File: src/shared/ptp_qual_regs.svh
// register offsets, field positions, reset values and encodings of the packet qualifier
`ifndef PTP_QUAL_REGS_SVH
`define PTP_QUAL_REGS_SVH

`define ADDR_CLASS_CTRL 8'h00
`define ADDR_CRIT_MASK 8'h01
`define ADDR_CRIT_MATCH 8'h02
`define ADDR_CRIT_OFFSET 8'h03
`define ADDR_COMMIT 8'h04
`define ADDR_TYPE_EN 8'h05
`define ADDR_SRC_CHECK 8'h06
`define ADDR_TIMING_ONE 8'h07
`define ADDR_EVENT_FLAGS 8'h08
`define ADDR_LIVE_STATUS 8'h09
`define ADDR_EQ_ID 8'h0A
`define ADDR_EQ_SEQ 8'h0B
`define ADDR_IQ_ID 8'h0C
`define ADDR_IQ_SEQ 8'h0D
`define ADDR_HDR_OFFSET 8'h0E

`define CC_OR_BIT 0
`define CC_START_LO 4
`define CC_START_HI 7
`define CC_VER_LO 8
`define CC_VER_HI 11

`define OFFSET_EN_BIT 15
`define COMMIT_BIT 7
`define COMMIT_STROBE 16'h0080
`define COMMIT_HDR_WORD 16'h008F
`define SEL_HDR_OFF 4'hF
`define NUM_CRIT 8

`define SRC_SOURCE_CHECK_ENABLE_BIT 15
`define VLAN_SEL_BIT 0

`define START_OFF 4'h0
`define START_FIRST 4'h1
`define START_IP4_UDP 4'hD
`define START_IP6_UDP 4'hE
`define START_ANY_UDP 4'hF

`define HDR_SUM_FIRST 6'h14
`define HDR_SUM_LAST 6'h1D
`define HDR_SEQ_HI 6'h1E
`define HDR_SEQ_LO 6'h1F
`define HDR_V1_CTRL 6'h20
`define HDR_REL_MAX 6'h3F

`define PTP_V1 4'h1
`define PTP_V2 4'h2
`define V1_EVENT_LIMIT 4'h2

`define RST_CLASS_CTRL 16'h0020
`define RST_TYPE_EN 16'h0000
`define RST_WORD 16'h0000
`endif

File: src/shared/ptp_qual_pkg.sv
// shared types of the packet qualifier
package ptp_qual_pkg;
	typedef logic [7:0] byte_t;
	typedef logic [15:0] word_t;
	typedef struct packed {
		logic [3:0] mtype;
		logic [15:0] seq;
		logic [11:0] hash;
	} entry_t;
endpackage

File: src/verilog/ptp_packet_qualifier.sv
// packet qualifier: programmable matcher, event decode and timestamp identity queues
// Function
// - start code 15 references end of either IPv4/UDP or IPv6/UDP header.
// - eight masked 16-bit criteria, each at own byte offset from start.
// - combine bit 0: fixed verdict and every enabled criterion required.
// - codes 2-15: criteria apply only when named element is present.
// - and mode, code 1: criteria apply to all packets from first byte.
// - and mode ignores header offset; fixed matcher marks header start.
// - combine bit 1: fixed verdict or fixed-up-to-start plus criteria.
// - or mode, code 1: criteria form independent path from first byte.
// - or mode programmable path also needs matching version field.
// - commit word 0x0080 strobes; selector 15 stores header offset.
// - offset register bit 0x8000 enables; low bits hold byte offset.
// - version 1: type from control field, types 0 and 1 are events.
// - version 2: type from 4-bit field, types 0 to 7 are events.
// - message type never taken from udp port number.
// - per-type per-direction enables gate queue writes.
// - each queue holds eight entries; software drains fast enough.
// - write to full queue sets sticky overflow flag.
// - live not-empty status plus sticky empty-to-not-empty flag.
// - entries written regardless of check sequence errors.
// - source check: ingress entry only if identity equals expected code.
// - identity is 12-bit sum of header bytes 20-29, or outer vlan id.
// - code 0 disables, 1 first byte, 2-14 after specific elements.
//
// Our own choices: the register offsets and the address-and-strobe port.
`include "ptp_qual_regs.svh"
`timescale 1ns/1ps
`default_nettype none
module ptp_packet_qualifier #(
	parameter int QDEPTH = 8
) (
	input wire logic sys_clk,
	input wire logic rst,
	input wire logic ce,
	input wire logic [7:0] reg_addr,
	input wire logic [15:0] reg_wdata,
	input wire logic reg_wr,
	input wire logic reg_rd,
	output logic [15:0] reg_rdata,
	input wire logic eg_valid,
	input wire logic [7:0] eg_data,
	input wire logic eg_sop,
	input wire logic eg_eop,
	input wire logic [15:0] eg_landmark,
	input wire logic eg_ptp_start,
	input wire logic eg_fixed_qual,
	input wire logic [11:0] eg_vlan_id,
	input wire logic ing_valid,
	input wire logic [7:0] ing_data,
	input wire logic ing_sop,
	input wire logic ing_eop,
	input wire logic [15:0] ing_landmark,
	input wire logic ing_ptp_start,
	input wire logic ing_fixed_qual,
	input wire logic [11:0] ing_vlan_id
);
	////////////////////////////////////////////////////////////////////////////////
	// per-direction views of the packet streams (index 0 egress, 1 ingress)
	logic [1:0] s_valid, s_sop, s_eop, s_ptp_start, s_fixed_qual;
	logic [1:0][7:0] s_data;
	logic [1:0][15:0] s_landmark;
	logic [1:0][11:0] s_vlan;
	assign s_valid = {ing_valid, eg_valid};
	assign s_sop = {ing_sop, eg_sop};
	assign s_eop = {ing_eop, eg_eop};
	assign s_ptp_start = {ing_ptp_start, eg_ptp_start};
	assign s_fixed_qual = {ing_fixed_qual, eg_fixed_qual};
	assign s_data = {ing_data, eg_data};
	assign s_landmark = {ing_landmark, eg_landmark};
	assign s_vlan = {ing_vlan_id, eg_vlan_id};

	////////////////////////////////////////////////////////////////////////////////
	// configuration registers
	logic cmb_or_r, cmb_or_nxt;
	logic [3:0] start_r, start_nxt, ver_r, ver_nxt;
	ptp_qual_pkg::word_t mask_r, mask_nxt, match_r, match_nxt, offs_r, offs_nxt;
	ptp_qual_pkg::word_t type_en_r, type_en_nxt;
	logic source_check_enable_r, source_check_enable_nxt, vlan_sel_r, vlan_sel_nxt;
	logic [11:0] exp_hash_r, exp_hash_nxt;
	logic [14:0] hdr_off_r, hdr_off_nxt;
	ptp_qual_pkg::word_t crit_mask_r [`NUM_CRIT];
	ptp_qual_pkg::word_t crit_mask_nxt [`NUM_CRIT];
	ptp_qual_pkg::word_t crit_match_r [`NUM_CRIT];
	ptp_qual_pkg::word_t crit_match_nxt [`NUM_CRIT];
	logic [14:0] crit_off_r [`NUM_CRIT];
	logic [14:0] crit_off_nxt [`NUM_CRIT];
	logic [`NUM_CRIT-1:0] crit_en_r, crit_en_nxt;
	logic [3:0] flags_r, flags_nxt;
	logic [1:0] ne_prev_r, ne_prev_nxt;
	ptp_qual_pkg::word_t rdata_r, rdata_nxt;
	logic [3:0] sel;
	logic commit;
	logic eg_ovf_clr;
	localparam ptp_qual_pkg::word_t cc_reset = `RST_CLASS_CTRL;

	logic [1:0] q_ne, q_full, q_ovf, q_pop;
	ptp_qual_pkg::entry_t q_head [2];

	assign sel = reg_wdata[3:0];
	assign commit = reg_wr && (reg_addr == `ADDR_COMMIT) && reg_wdata[`COMMIT_BIT];
	assign eg_ovf_clr = ce && reg_wr && (reg_addr == `ADDR_EVENT_FLAGS) && reg_wdata[0];
	assign q_pop[0] = reg_rd && (reg_addr == `ADDR_EQ_SEQ);
	assign q_pop[1] = reg_rd && (reg_addr == `ADDR_IQ_SEQ);

	always_comb begin
		cmb_or_nxt = cmb_or_r;
		start_nxt = start_r;
		ver_nxt = ver_r;
		mask_nxt = mask_r;
		match_nxt = match_r;
		offs_nxt = offs_r;
		type_en_nxt = type_en_r;
		source_check_enable_nxt = source_check_enable_r;
		exp_hash_nxt = exp_hash_r;
		vlan_sel_nxt = vlan_sel_r;
		hdr_off_nxt = hdr_off_r;
		crit_mask_nxt = crit_mask_r;
		crit_match_nxt = crit_match_r;
		crit_off_nxt = crit_off_r;
		crit_en_nxt = crit_en_r;
		flags_nxt = flags_r;
		if (reg_wr) begin
			case (reg_addr)
				`ADDR_CLASS_CTRL: begin
					cmb_or_nxt = reg_wdata[`CC_OR_BIT];
					start_nxt = reg_wdata[`CC_START_HI:`CC_START_LO];
					ver_nxt = reg_wdata[`CC_VER_HI:`CC_VER_LO];
				end
				`ADDR_CRIT_MASK: mask_nxt = reg_wdata;
				`ADDR_CRIT_MATCH: match_nxt = reg_wdata;
				`ADDR_CRIT_OFFSET: offs_nxt = reg_wdata;
				`ADDR_COMMIT: begin
					if (commit && (sel == `SEL_HDR_OFF)) begin
						hdr_off_nxt = offs_r[14:0];
					end else if (commit && (sel[3] == 1'b0)) begin
						crit_mask_nxt[sel[2:0]] = mask_r;
						crit_match_nxt[sel[2:0]] = match_r;
						crit_off_nxt[sel[2:0]] = offs_r[14:0];
						crit_en_nxt[sel[2:0]] = offs_r[`OFFSET_EN_BIT];
					end
				end
				`ADDR_TYPE_EN: type_en_nxt = reg_wdata;
				`ADDR_SRC_CHECK: begin
					source_check_enable_nxt = reg_wdata[`SRC_SOURCE_CHECK_ENABLE_BIT];
					exp_hash_nxt = reg_wdata[11:0];
				end
				`ADDR_TIMING_ONE: vlan_sel_nxt = reg_wdata[`VLAN_SEL_BIT];
				`ADDR_EVENT_FLAGS: flags_nxt = flags_r & ~reg_wdata[3:0];
				default: flags_nxt = flags_r;
			endcase
		end
		// hardware set wins over a clear in the same cycle
		flags_nxt = flags_nxt | {q_ne & ~ne_prev_r, q_ovf};
		ne_prev_nxt = q_ne;
	end

	always_comb begin
		rdata_nxt = `RST_WORD;
		if (reg_rd) begin
			case (reg_addr)
				`ADDR_CLASS_CTRL: rdata_nxt = {4'h0, ver_r, start_r, 3'h0, cmb_or_r};
				`ADDR_CRIT_MASK: rdata_nxt = mask_r;
				`ADDR_CRIT_MATCH: rdata_nxt = match_r;
				`ADDR_CRIT_OFFSET: rdata_nxt = offs_r;
				`ADDR_TYPE_EN: rdata_nxt = type_en_r;
				`ADDR_SRC_CHECK: rdata_nxt = {source_check_enable_r, 3'h0, exp_hash_r};
				`ADDR_TIMING_ONE: rdata_nxt = {15'h0000, vlan_sel_r};
				`ADDR_EVENT_FLAGS: rdata_nxt = {12'h000, flags_r};
				`ADDR_LIVE_STATUS: rdata_nxt = {14'h0000, q_ne};
				`ADDR_EQ_ID: rdata_nxt = q_ne[0] ? {q_head[0].mtype, q_head[0].hash} : `RST_WORD;
				`ADDR_EQ_SEQ: rdata_nxt = q_ne[0] ? q_head[0].seq : `RST_WORD;
				`ADDR_IQ_ID: rdata_nxt = q_ne[1] ? {q_head[1].mtype, q_head[1].hash} : `RST_WORD;
				`ADDR_IQ_SEQ: rdata_nxt = q_ne[1] ? q_head[1].seq : `RST_WORD;
				`ADDR_HDR_OFFSET: rdata_nxt = {1'b0, hdr_off_r};
				default: rdata_nxt = `RST_WORD;
			endcase
		end
	end

	always_ff @(posedge sys_clk) begin
		if (rst) begin
			cmb_or_r <= cc_reset[`CC_OR_BIT];
			start_r <= cc_reset[`CC_START_HI:`CC_START_LO];
			ver_r <= cc_reset[`CC_VER_HI:`CC_VER_LO];
			mask_r <= `RST_WORD;
			match_r <= `RST_WORD;
			offs_r <= `RST_WORD;
			type_en_r <= `RST_TYPE_EN;
			source_check_enable_r <= 1'b0;
			exp_hash_r <= 12'h000;
			vlan_sel_r <= 1'b0;
			hdr_off_r <= 15'h0000;
			for (int i = 0; i < `NUM_CRIT; i++) begin
				crit_mask_r[i] <= `RST_WORD;
				crit_match_r[i] <= `RST_WORD;
				crit_off_r[i] <= 15'h0000;
			end
			crit_en_r <= '0;
			flags_r <= 4'h0;
			ne_prev_r <= 2'b00;
			rdata_r <= `RST_WORD;
		end else if (ce) begin
			cmb_or_r <= cmb_or_nxt;
			start_r <= start_nxt;
			ver_r <= ver_nxt;
			mask_r <= mask_nxt;
			match_r <= match_nxt;
			offs_r <= offs_nxt;
			type_en_r <= type_en_nxt;
			source_check_enable_r <= source_check_enable_nxt;
			exp_hash_r <= exp_hash_nxt;
			vlan_sel_r <= vlan_sel_nxt;
			hdr_off_r <= hdr_off_nxt;
			crit_mask_r <= crit_mask_nxt;
			crit_match_r <= crit_match_nxt;
			crit_off_r <= crit_off_nxt;
			crit_en_r <= crit_en_nxt;
			flags_r <= flags_nxt;
			ne_prev_r <= ne_prev_nxt;
			rdata_r <= rdata_nxt;
		end
	end
	assign reg_rdata = rdata_r;

	hdr_offset_a: assert property (@(posedge sys_clk) disable iff (rst)
		(ce && reg_wr && reg_addr == `ADDR_COMMIT && reg_wdata == `COMMIT_HDR_WORD)
		|=> hdr_off_r == $past(offs_r[14:0]))
		else $error("header offset not stored by commit selector 15");
	crit_commit_a: assert property (@(posedge sys_clk) disable iff (rst)
		(ce && commit && sel[3] == 1'b0)
		|=> crit_en_r[$past(sel[2:0])] == $past(offs_r[`OFFSET_EN_BIT])
		&& crit_mask_r[$past(sel[2:0])] == $past(mask_r))
		else $error("criterion commit did not store enable or mask");
	ovf_sticky_a: assert property (@(posedge sys_clk) disable iff (rst)
		(ce && q_ovf[0]) |=> flags_r[0] and (!eg_ovf_clr |=> flags_r[0]))
		else $error("egress overflow flag not set or not sticky");
	ne_latch_a: assert property (@(posedge sys_clk) disable iff (rst)
		(ce && q_ne[1] && !ne_prev_r[1]) |=> flags_r[3])
		else $error("ingress not-empty transition not latched");

	////////////////////////////////////////////////////////////////////////////////
	// per-direction matcher, header decode and queue
	for (genvar d = 0; d < 2; d++) begin : dir_g
		logic armed_r, armed_nxt, seen_r, seen_nxt, hact_r, hact_nxt, push_r, push_nxt;
		logic [15:0] rel_r, rel_nxt, seq_r, seq_nxt;
		logic [7:0] prev_r, prev_nxt, b0_r, b0_nxt, b1_r, b1_nxt, ctl_r, ctl_nxt;
		logic [5:0] hrel_r, hrel_nxt;
		logic [11:0] sum_r, sum_nxt, hash;
		logic [`NUM_CRIT-1:0] ok_r, ok_nxt;
		ptp_qual_pkg::entry_t entry_r, entry_nxt;
		logic lm_hit, cur_armed, ptp_hit, cur_hact, evaluated, all_ok, qual, is_event;
		logic [15:0] cur_rel;
		logic [5:0] cur_hrel;
		logic [3:0] mtype;
		logic [7:0] dir_en;

		assign dir_en = (d == 0) ? type_en_r[7:0] : type_en_r[15:8];

		always_comb begin
			armed_nxt = armed_r;
			seen_nxt = seen_r;
			hact_nxt = hact_r;
			rel_nxt = rel_r;
			hrel_nxt = hrel_r;
			prev_nxt = prev_r;
			b0_nxt = b0_r;
			b1_nxt = b1_r;
			ctl_nxt = ctl_r;
			seq_nxt = seq_r;
			sum_nxt = sum_r;
			ok_nxt = ok_r;
			push_nxt = 1'b0;
			entry_nxt = entry_r;
			hash = 12'h000;
			mtype = 4'h0;
			is_event = 1'b0;
			evaluated = 1'b0;
			all_ok = 1'b0;
			qual = 1'b0;
			if (start_r == `START_ANY_UDP) begin
				lm_hit = s_landmark[d][`START_IP4_UDP] | s_landmark[d][`START_IP6_UDP];
			end else begin
				lm_hit = (start_r > `START_FIRST) && s_landmark[d][start_r];
			end
			// code 1 arms on the first byte itself, codes 2-15 on the byte after their landmark, code 0 never
			cur_armed = s_sop[d] ? (start_r == `START_FIRST) : armed_r;
			cur_rel = s_sop[d] ? 16'h0000 : rel_r;
			if (cmb_or_r) begin
				// the fixed path still marks its own header start in or mode
				ptp_hit = s_ptp_start[d] || (cur_armed && (cur_rel == {1'b0, hdr_off_r}));
			end else begin
				ptp_hit = s_ptp_start[d];
			end
			cur_hact = ptp_hit || (hact_r && !s_sop[d]);
			cur_hrel = ptp_hit ? 6'h00 : hrel_r;
			if (s_valid[d]) begin
				if (s_sop[d]) begin
					seen_nxt = 1'b0;
					ok_nxt = '0;
					sum_nxt = 12'h000;
					b0_nxt = 8'h00;
					b1_nxt = 8'h00;
					ctl_nxt = 8'h00;
					seq_nxt = 16'h0000;
				end
				if (cur_armed) begin
					seen_nxt = 1'b1;
				end
				for (int i = 0; i < `NUM_CRIT; i++) begin
					if (crit_en_r[i] && cur_armed && (cur_rel == {1'b0, crit_off_r[i]} + 16'h0001)
						&& ((({prev_r, s_data[d]} ^ crit_match_r[i]) & crit_mask_r[i]) == 16'h0000)) begin
						ok_nxt[i] = 1'b1;
					end
				end
				if (cur_hact) begin
					case (cur_hrel)
						6'h00: b0_nxt = s_data[d];
						6'h01: b1_nxt = s_data[d];
						`HDR_SEQ_HI: seq_nxt[15:8] = s_data[d];
						`HDR_SEQ_LO: seq_nxt[7:0] = s_data[d];
						`HDR_V1_CTRL: ctl_nxt = s_data[d];
						default: ctl_nxt = ctl_nxt;
					endcase
					if (cur_hrel >= `HDR_SUM_FIRST && cur_hrel <= `HDR_SUM_LAST) begin
						sum_nxt = sum_nxt + 12'(s_data[d]);
					end
					hrel_nxt = (cur_hrel == `HDR_REL_MAX) ? cur_hrel : cur_hrel + 6'h01;
				end
				hact_nxt = cur_hact && !s_eop[d];
				armed_nxt = (cur_armed || lm_hit) && !s_eop[d];
				rel_nxt = lm_hit ? 16'h0000 : cur_rel + 16'h0001;
				prev_nxt = s_data[d];
				if (s_eop[d]) begin
					// not-evaluated packets keep the fixed verdict alone
					evaluated = (start_r != `START_OFF) && seen_nxt;
					all_ok = &(ok_nxt | ~crit_en_r);
					if (cmb_or_r) begin
						qual = s_fixed_qual[d] || (evaluated && all_ok && !cur_hact == 1'b0
							&& (b1_nxt[3:0] == ver_r));
					end else begin
						qual = s_fixed_qual[d] && (!evaluated || all_ok);
					end
					// type comes from header fields only, never from port numbers
					if (b1_nxt[3:0] == `PTP_V1) begin
						mtype = ctl_nxt[3:0];
						is_event = mtype < `V1_EVENT_LIMIT;
					end else if (b1_nxt[3:0] == `PTP_V2) begin
						mtype = b0_nxt[3:0];
						is_event = (mtype[3] == 1'b0);
					end
					hash = vlan_sel_r ? s_vlan[d] : sum_nxt;
					// no check sequence status is consulted here
					push_nxt = qual && is_event && dir_en[mtype[2:0]]
						&& ((d == 0) || !source_check_enable_r || (hash == exp_hash_r));
					entry_nxt = '{mtype: mtype, seq: seq_nxt, hash: hash};
				end
			end
		end

		always_ff @(posedge sys_clk) begin
			if (rst) begin
				armed_r <= 1'b0;
				seen_r <= 1'b0;
				hact_r <= 1'b0;
				rel_r <= 16'h0000;
				hrel_r <= 6'h00;
				prev_r <= 8'h00;
				b0_r <= 8'h00;
				b1_r <= 8'h00;
				ctl_r <= 8'h00;
				seq_r <= 16'h0000;
				sum_r <= 12'h000;
				ok_r <= '0;
				push_r <= 1'b0;
				entry_r <= '0;
			end else if (ce) begin
				armed_r <= armed_nxt;
				seen_r <= seen_nxt;
				hact_r <= hact_nxt;
				rel_r <= rel_nxt;
				hrel_r <= hrel_nxt;
				prev_r <= prev_nxt;
				b0_r <= b0_nxt;
				b1_r <= b1_nxt;
				ctl_r <= ctl_nxt;
				seq_r <= seq_nxt;
				sum_r <= sum_nxt;
				ok_r <= ok_nxt;
				push_r <= push_nxt;
				entry_r <= entry_nxt;
			end
		end

		ts_queue #(.WIDTH($bits(ptp_qual_pkg::entry_t)), .DEPTH(QDEPTH)) queue_i (
			.sys_clk(sys_clk),
			.rst(rst),
			.ce(ce),
			.push(push_r),
			.push_data(entry_r),
			.pop(q_pop[d]),
			.head(q_head[d]),
			.not_empty(q_ne[d]),
			.full(q_full[d]),
			.overflow(q_ovf[d])
		);

		queue_gate_a: assert property (@(posedge sys_clk) disable iff (rst)
			(ce && push_r) |-> dir_en[entry_r.mtype[2:0]])
			else $error("queue write for a disabled message type");
		source_check_a: assert property (@(posedge sys_clk) disable iff (rst)
			(ce && push_r && d == 1 && source_check_enable_r) |-> entry_r.hash == exp_hash_r)
			else $error("ingress entry with unexpected identity code");
		and_reject_a: assert property (@(posedge sys_clk) disable iff (rst)
			(ce && s_valid[d] && s_eop[d] && !cmb_or_r && !s_fixed_qual[d]) |=> !push_r)
			else $error("and mode queued a packet the fixed matcher rejected");
		v1_event_a: assert property (@(posedge sys_clk) disable iff (rst)
			(ce && s_valid[d] && s_eop[d] && b1_nxt[3:0] == `PTP_V1 && ctl_nxt[3:1] != 3'h0)
			|=> !push_r)
			else $error("version 1 non-event type was queued");
	end
endmodule
`default_nettype wire

File: src/verilog/ts_queue.sv
// eight-entry timestamp identity queue with overflow detection
`timescale 1ns/1ps
`default_nettype none
module ts_queue #(
	parameter int WIDTH = 32,
	parameter int DEPTH = 8
) (
	input wire logic sys_clk,
	input wire logic rst,
	input wire logic ce,
	input wire logic push,
	input wire logic [WIDTH-1:0] push_data,
	input wire logic pop,
	output logic [WIDTH-1:0] head,
	output logic not_empty,
	output logic full,
	output logic overflow
);
	localparam int AW = $clog2(DEPTH);
	localparam logic [AW:0] DEPTH_C = (AW+1)'(DEPTH);

	logic [WIDTH-1:0] mem [DEPTH];
	logic [AW-1:0] wp_r, wp_nxt, rp_r, rp_nxt;
	logic [AW:0] cnt_r, cnt_nxt;
	logic do_push, do_pop;

	always_comb begin
		do_pop = pop && (cnt_r != '0);
		do_push = push && ((cnt_r != DEPTH_C) || do_pop);
		overflow = push && !do_push;
		wp_nxt = do_push ? wp_r + 1'b1 : wp_r;
		rp_nxt = do_pop ? rp_r + 1'b1 : rp_r;
		cnt_nxt = cnt_r;
		if (do_push && !do_pop) begin
			cnt_nxt = cnt_r + 1'b1;
		end else if (do_pop && !do_push) begin
			cnt_nxt = cnt_r - 1'b1;
		end
		head = mem[rp_r];
		not_empty = (cnt_r != '0);
		full = (cnt_r == DEPTH_C);
	end

	always_ff @(posedge sys_clk) begin
		if (rst) begin
			wp_r <= '0;
			rp_r <= '0;
			cnt_r <= '0;
		end else if (ce) begin
			wp_r <= wp_nxt;
			rp_r <= rp_nxt;
			cnt_r <= cnt_nxt;
			if (do_push) begin
				mem[wp_r] <= push_data;
			end
		end
	end

	queue_bound_a: assert property (@(posedge sys_clk) disable iff (rst)
		(ce && full && push && !pop) |=> (cnt_r == DEPTH_C) && $stable(wp_r))
		else $error("push into a full queue changed its contents");
endmodule
`default_nettype wire
File: config.mk
export PLATFORM = sky130hd
export DESIGN_NAME = ptp_packet_qualifier
export DESIGN_NICKNAME = d
export VERILOG_FILES = /design/src/shared/ptp_qual_pkg.sv /design/src/verilog/ptp_packet_qualifier.sv /design/src/verilog/ts_queue.sv
export VERILOG_INCLUDE_DIRS = /design/src /design/src/shared
export SDC_FILE = /design/constraint.sdc
export NUM_CORES = 2
export LEC_CHECK = 0
export BUFFER_PORTS_ARGS = -buffer_cell sky130_fd_sc_hd__buf_4
export CAP_MARGIN = 10
export CELL_PAD_IN_SITES_DETAIL_PLACEMENT = 0
export CELL_PAD_IN_SITES_GLOBAL_PLACEMENT = 2
export CORE_UTILIZATION = 37
export CTS_CLUSTER_SIZE = 8
export DETAILED_ROUTE_END_ITERATION = 6
export GPL_ROUTABILITY_DRIVEN = 1
export PLACE_DENSITY_LB_ADDON = 0.1
export SLEW_MARGIN = 20
export SYNTH_ARGS = -nofsm -noshare
export SYNTH_HDL_FRONTEND = slang
export SYNTH_SLANG_ARGS = --single-unit
File: constraint.sdc
create_clock -name sys_clk -period 6.2 [get_ports sys_clk]
set_input_delay 1.24 -clock sys_clk [delete_from_list [all_inputs] [get_ports sys_clk]]
set_output_delay 1.24 -clock sys_clk [all_outputs]
set_load 0.02 [all_outputs]
# Word-level counts from Yosys, hierarchy flattened
# Memory sizes are Yosys's and may differ from the RTL's. A register that Yosys moved wholly into a read port is not among the register bits.
# Index checks and enable logic that the tools add are counted.
totals:
  reg_bits: 780
  output_inout_bits: 16
  ramBits: 512
  n_memories: 2
op_classes:
  mux: 165
  n_reduce_logical: 164
  bitwise: 47
  n_lt_le_gt_ge: 14
  eq_ne: 54
  addsub: 22
mem_list:
  columns: ["name", "depth", "width", "rd", "rd_clocked_by_memory_dff", "wr", "line", "source"]
  rows:
  - ["dir_g[0].queue_i.mem", 8, 32, 1, 1, 1, "ts_queue.sv:22", "logic [WIDTH-1:0] mem [DEPTH];"]
  - ["dir_g[1].queue_i.mem", 8, 32, 1, 1, 1, "ts_queue.sv:22", null]
ops:
  columns: ["cell", "count"]
  rows:
  - ["16-bit AND", 16]
  - ["128-bit bitwise mux", 2]
  - ["16-bit == test", 16]
  - ["16-bit logical NOT", 16]
  - ["16-bit XOR", 16]
  - ["8-bit 2-to-1 mux", 30]
  - ["16-bit 2-to-1 mux", 14]
  - ["16-bit one-hot mux with 14 select lines", 1]
  - ["12-bit 2-to-1 mux", 11]
  - ["15-bit by 1-bit adder with 16-bit output (second input constant)", 8]
  - ["120-bit bitwise mux", 1]
  - ["1-bit logical AND", 93]
  - ["1-bit 2-to-1 mux", 75]
  - ["8-bit by 4-bit == test with 1-bit output (second input constant)", 7]
  - ["4-bit 2-to-1 mux", 14]
  - ["16-bit demux with 3-bit select", 1]
  - ["15-bit demux with 3-bit select", 1]
  - ["3-bit AND reduction", 11]
  - ["16-bit by 1-bit adder with 16-bit output (second input constant)", 2]
  - ["16-bit by 15-bit == test with 1-bit output", 2]
  - ["8-bit by 3-bit == test with 1-bit output (second input constant)", 4]
  - ["12-bit by 8-bit adder with 12-bit output", 2]
  - ["6-bit by 5-bit == test with 1-bit output (second input constant)", 4]
  - ["6-bit == test (second input constant)", 4]
  - ["other kinds (49)", 115]

# Depth between registers and ports, before layout
depth:
  ltp_word: 21
  ltp_mapped: 23
  mapped_depth_nobuf: 18

# Modules after synthesis
# A second synthesis with hierarchy kept.
hier_totals:
  hier_cells: 6666
  area_unflattened_um2: 64561.9
modules_own_cells:
  columns: ["module", "seq_area_each_um2", "n_inst", "area_each_um2", "cells_each"]
  rows:
  - ["ptp_packet_qualifier", 14734.1, 1, 43830.8, 5771]
  - ["ts_queue (dir_g[1].queue_i)", 7947.6, 1, 10473.8, 448]
  - ["ts_queue (dir_g[0].queue_i)", 7947.6, 1, 10257.3, 447]

# Least setup slack after synthesis
# OpenSTA, ideal clock, no wires.
synth_path:
  path_type: "in2reg"
  from: "input port reg_addr[7]"
  to: "memory dir_g[1].queue_i.mem[2][0] (enable)"
  path_slack_ps: -334
  setup_time_ps: 502
  cell_stages: 8
  arrival_ps: 6032
  path_cell_list: "or4_1 -> clkbuf_1 -> nor3_1 -> nand2_1 -> and3_1 -> nand3b_1 -> nor2_1 -> nor4bb_1"
synth_via:
  elab_chain_len: 9
synth_lines:
  columns: ["element", "line", "source"]
  rows:
  - ["start: declaration", "ptp_packet_qualifier.sv:36", "input wire logic [7:0] reg_addr,"]
  - ["8-bit by 4-bit == test with 1-bit output", null, null]
  - ["1-bit logical AND", "ptp_packet_qualifier.sv:104", "assign q_pop[1] = reg_rd && (reg_addr == `ADDR_IQ_SEQ);"]
  - ["1-bit logical AND", "ts_queue.sv:28", "do_pop = pop && (cnt_r != '0);"]
  - ["1-bit logical OR", "ts_queue.sv:29", "do_push = push && ((cnt_r != DEPTH_C) || do_pop);"]
  - ["1-bit logical AND", "ts_queue.sv:29", null]
  - ["1-bit 2-to-1 mux", "ts_queue.sv:53", "if (do_push) begin"]
  - ["1-bit 2-to-1 mux", "ts_queue.sv:49", "end else if (ce) begin"]
  - ["1-bit 2-to-1 mux", "ts_queue.sv:45", "if (rst) begin"]
  - ["1-bit 2-to-1 mux (implied by the code)", "ts_queue.sv:54", "mem[wp_r] <= push_data;"]
  - ["end: declaration", "ts_queue.sv:22", null]
# No other way between the ends.

# Worst setup path after layout
layout_path:
  from: "register start_r[2]"
  to: "register dir_g[1].push_r"
layout_via:
  elab_chain_len: 21
layout_lines:
  columns: ["element", "line", "source"]
  rows:
  - ["start: declaration", "ptp_packet_qualifier.sv:76", "logic [3:0] start_r, start_nxt, ver_r, ver_nxt;"]
  - ["start signal: assignment", "ptp_packet_qualifier.sv:184", "start_r <= cc_reset[`CC_START_HI:`CC_START_LO];"]
  - ["start signal: assignment", "ptp_packet_qualifier.sv:205", "start_r <= start_nxt;"]
  - ["4-bit by 1-bit == test with 1-bit output (no line)", null, null]
  - ["1-bit 2-to-1 mux", "ptp_packet_qualifier.sv:287", "cur_armed = s_sop[d] ? (start_r == `START_FIRST) : armed_r;"]
  - ["1-bit logical AND (on tied branches)", "ptp_packet_qualifier.sv:291, ptp_packet_qualifier.sv:311", null]
  - ["1-bit logical OR or 1-bit logical AND (tied branches)", "ptp_packet_qualifier.sv:291, ptp_packet_qualifier.sv:311", null]
  - ["1-bit 2-to-1 mux or 1-bit logical AND (tied branches)", "ptp_packet_qualifier.sv:289, ptp_packet_qualifier.sv:312", null]
  - ["6-bit 2-to-1 mux or 1-bit 2-to-1 mux (tied branches)", "ptp_packet_qualifier.sv:296, ptp_packet_qualifier.sv:311", null]
  - ["6-bit by 1-bit == test with 1-bit output or 1-bit 2-to-1 mux (tied branches)", "ptp_packet_qualifier.sv:317, ptp_packet_qualifier.sv:297", null]
  - ["8-bit 2-to-1 mux or 8-bit bitwise OR (tied branches)", "ptp_packet_qualifier.sv:317, ptp_packet_qualifier.sv:337", null]
  - ["[... 5 more ...]", null, null]
  - ["4-bit 2-to-1 mux or 1-bit 2-to-1 mux (tied branches)", "ptp_packet_qualifier.sv:334, ptp_packet_qualifier.sv:338", null]
  - ["4-bit 2-to-1 mux or 1-bit 2-to-1 mux (tied branches)", "ptp_packet_qualifier.sv:297, ptp_packet_qualifier.sv:334", null]
  - ["1-bit binary-select mux with 3-bit select or 1-bit 2-to-1 mux (tied branches)", "ptp_packet_qualifier.sv:354, ptp_packet_qualifier.sv:297", null]
  - ["1-bit 2-to-1 mux (implied by the code) or 1-bit logical AND (tied branches)", "ptp_packet_qualifier.sv:354", "push_nxt = qual && is_event && dir_en[mtype[2:0]]"]
  - ["1-bit logical AND", "ptp_packet_qualifier.sv:354", null]
  - ["1-bit logical AND (*)", "ptp_packet_qualifier.sv:355", "&& ((d == 0) || !source_check_enable_r || (hash == exp_hash_r));"]
  - ["1-bit 2-to-1 mux (*)", "ptp_packet_qualifier.sv:334", "if (s_eop[d]) begin"]
  - ["1-bit 2-to-1 mux (*)", "ptp_packet_qualifier.sv:297", "if (s_valid[d]) begin"]
  - ["end signal: assignment", "ptp_packet_qualifier.sv:390", "push_r <= push_nxt;"]
  - ["end: declaration", "ptp_packet_qualifier.sv:245", "logic armed_r, armed_nxt, seen_r, seen_nxt, hact_r, hact_nxt, push_r, push_nxt;"]
# Mark *: on every way between the ends. The rest lies on a longest branch, timed or not. The select of a mux whose other input is x is not followed.
# A chain may end at the register's enable or synchronous reset.

==> qor.txt <==
Status -> finished, violations left
Failing checks -> design-rule violations
Clk buf depth -> 3
Count of final setup violators -> 0
Vias in the first global route -> 47900
DR WL met2 -> 119000 µm
Initial antenna violation count -> 7
Slew Viols, Final -> 0
Buffers on Ports -> 122
Critical path cell sequence -> nor4b_4 > buf_4 > mux2_2 > o21ai_0 > buf_4 > nor3_4 > a21oi_1 > and2_1 > inv_1 > ha_1 > nand3_1 > a21oi_2 > mux2i_1 > o22ai_1 > mux2i_1 > a2111oi_2 > o2111ai_1 > o21ai_1
CP arrival -> 5760 ps
Power Density -> 261 nW/µm²
Remaining global-route overflow -> 0
Largest net degree at the start of global routing -> 173
Met3 WL post-DR -> 14000 µm
Mapped cell area -> 63400 µm²
CP delay by family, top -> compound AO/OA/AOI/OAI gates
Final period util -> 0.810
WP buf/inv -> 3
First-pass GRT wire length -> 361000 µm
DIE AREA -> 173000 µm²
GRT Total Usage -> 0.289
Post-DRT Antenna Nets -> 0
DRC -> 5
Finished Layout Cells -> 8840
Final hold viol count -> 0
Number of hold-repair buffers added at the cts stage -> 0
Number of H-tree levels -> 4
Skew-Pair Late Insertion Delay -> 840 ps
LEAKAGE -> 23.9 nW
Worst reg-to-reg setup slack -> 1180 ps
CTS clock-pin slew for the worst setup and hold paths -> 50 ps
Worst setup margin -> 1180 ps
Synth warn -> 0
Area Growth Syn to Fin -> 13.6%
Most common cell after layout, fill and taps aside -> nand2_1
DR WL/cell -> 28.8 µm
Fin crit period -> 5020 ps
Crit path largest cell delay -> 580 ps
Layout cell share with drive strength beyond 1 -> 0.117
EDFF count, synth -> 512
Initial Utilization -> 0.373
TritonCTS Buffers -> 179
Seq/Total Area, Yosys -> 0.483
Post-Place Cells -> 8570
Vias per cell -> 5.73
Least-Margin Pin Slew -> 1240 ps
Met1 WL -> 109000 µm
CP required -> 6940 ps
Final Power -> 0.0188 W
Post-synthesis instance total -> 6560
RePlAce Congestion -> 0.924
CP max stage cell -> o22ai_1
TNS Setup -> 0 ps
IO Count -> 127
Die width -> 416 µm
Ys async rst share -> 0
Net count, final -> 6694
Top FF cell, synth -> dfxtp_1
Root Buffer -> clkbuf_16
Dpl ws -> 405 ps
Fill cells -> 16500
HPWL after DPL -> 173000 µm
CTS tree -> yes
Worst-path maximum fanout -> 9
Total number of vias -> 50700
Drt first pass iters -> 7
Commonest cells after routing, fill and taps aside -> nand2_1, dfxtp_1, a21oi_1
Max-Cap Viols -> 0
Critical path capture point type -> flip-flop
Post-synth cell types -> 114
DRT iter0 DRCs -> 4628
Avg Cell Area, Syn -> 9.67 µm²
Highest Signal Layer -> met5
Clock tree sinks -> 1274
Worst clock skew -> 51.9 ps
CORE AREA -> 170000 µm²
Achievable Freq -> 199 MHz
Detailed Route WL -> 255000 µm
Syn_nets -> 6720
Total setup buffers inserted after CTS -> 0
Relative slew slack -> 0.175
Crit start category -> flip-flop
Worst Hold Class -> reg -> reg
# rows -> 151
RSZ-0062 raised after global routing -> false
# resized after CTS -> 0
Setup CP Type -> reg -> reg
FF+latch count, synth -> 1274
VDD IR max -> 260 µV
Die H -> 416 µm
-- registers in the layout, summed over array words and instances (netlist names), 8 cells and up, named ones only --
name,flops
crit_en_r,8
crit_mask_r,128
crit_match_r,128
crit_off_r,120
dir_g.b0_r,8
dir_g.b1_r,8
dir_g.ctl_r,8
dir_g.entry_r,64
dir_g.hrel_r,12
dir_g.ok_r,16
dir_g.prev_r,16
dir_g.queue_i.cnt_r,8
dir_g.queue_i.mem,512
dir_g.rel_r,32
dir_g.seq_r,32
dir_g.sum_r,24
exp_hash_r,12
hdr_off_r,15
mask_r,16
match_r,16
offs_r,16
reg_rdata,16
type_en_r,16
-- worst paths after layout --
kind / from / endpoint / cells after the start
worst max register to register: start_r[2] / dir_g[1].push_r / 18
worst min-delay path: dir_g[1].ok_r[5] / dir_g[1].ok_r[5] / 2
worst max-delay path: start_r[2] / dir_g[1].push_r / 18
worst min register to register: dir_g[1].ok_r[5] / dir_g[1].ok_r[5] / 2
-- logic make-up after synthesis --
| logic type | share of synthesized area |
|---|---|
| AOI/OAI and AO/OA | 0.133 |
| xor gates and xnor gates | 0.0922 |
| adders and majority gates | 0.0103 |
| buffers and inverters | 0.0391 |
| DFF | 0.483 |
| muxes | 0.0751 |
| and+or+nand+nor | 0.167 |
-- routing by layer --
metal | up-vias | track usage
met5 | - | 0
met4 | 4 | 0.133
met3 | 447 | 0.0416
met2 | 1684 | 0.465
met1 | 25200 | 0.383
li1 | 23300 | -
-- worst reg2reg max path, delay by kind of cell, from the launching register on --
family / cells / cell delay [ps]
muxes: 3 / 720
buffers and inverters: 3 / 510
DFF: 1 / 560
and+or+nand+nor: 4 / 960
AOI/OAI and AO/OA: 7 / 1960
adders and majority gates: 1 / 210
-- synth_stat cells (44+ instances only) --
library cell | count | area share
mux2i_1 | 132 | 0.021
mux4_2 | 146 | 0.052
nand3_1 | 99 | 0.0078
nor2b_1 | 69 | 0.0068
o22ai_1 | 52 | 0.0051
xor2_1 | 343 | 0.047
buf_2 | 44 | 0.0035
a21oi_1 | 640 | 0.051
clkbuf_1 | 419 | 0.025
a211oi_1 | 101 | 0.012
nor2_1 | 404 | 0.024
nand2b_1 | 47 | 0.0046
inv_1 | 96 | 0.0057
o21ai_0 | 137 | 0.011
dfxtp_1 | 762 | 0.24
and3_1 | 50 | 0.0049
nand4_1 | 75 | 0.0074
ha_1 | 45 | 0.0089
nor4_1 | 59 | 0.0058
xnor2_1 | 280 | 0.039
a22oi_1 | 158 | 0.019
edfxtp_1 | 512 | 0.24
nor3_1 | 101 | 0.0080
buf_1 | 53 | 0.0031
nand2_1 | 1207 | 0.071
a31oi_1 | 53 | 0.0052
-- cell type report --
class | count | area [µm²] | share of cell area
flip-flops and latches | 1274 | 30600 | 0.425
diodes | 2 | 5.00 | 0.0000695
well taps | 2218 | 2780 | 0.0385
repair buffers | 318 | 2470 | 0.0343
multi-input cells | 4660 | 30500 | 0.424
inverters | 101 | 384 | 0.00533
clock inverters | 16 | 428 | 0.00594
clock buffers | 251 | 4790 | 0.0665
-- through the flow --
stage	util	hold WS (ps)	instance area, µm²
after floorplan	-	432	63400
after global placement	0.393	440	66800
after detailed placement	0.393	448	66800
after CTS	0.424	456	72000
after global routing	0.424	483	72000
final	0.424	450	72000
-- power by group --
part	internal (W)	switching, W
clock network	0.00539	0.00391
logic	0.000205	0.000497
registers	0.00874	0.0000736
total	0.0143	0.00448
Power figures use the tool's default switching activity.
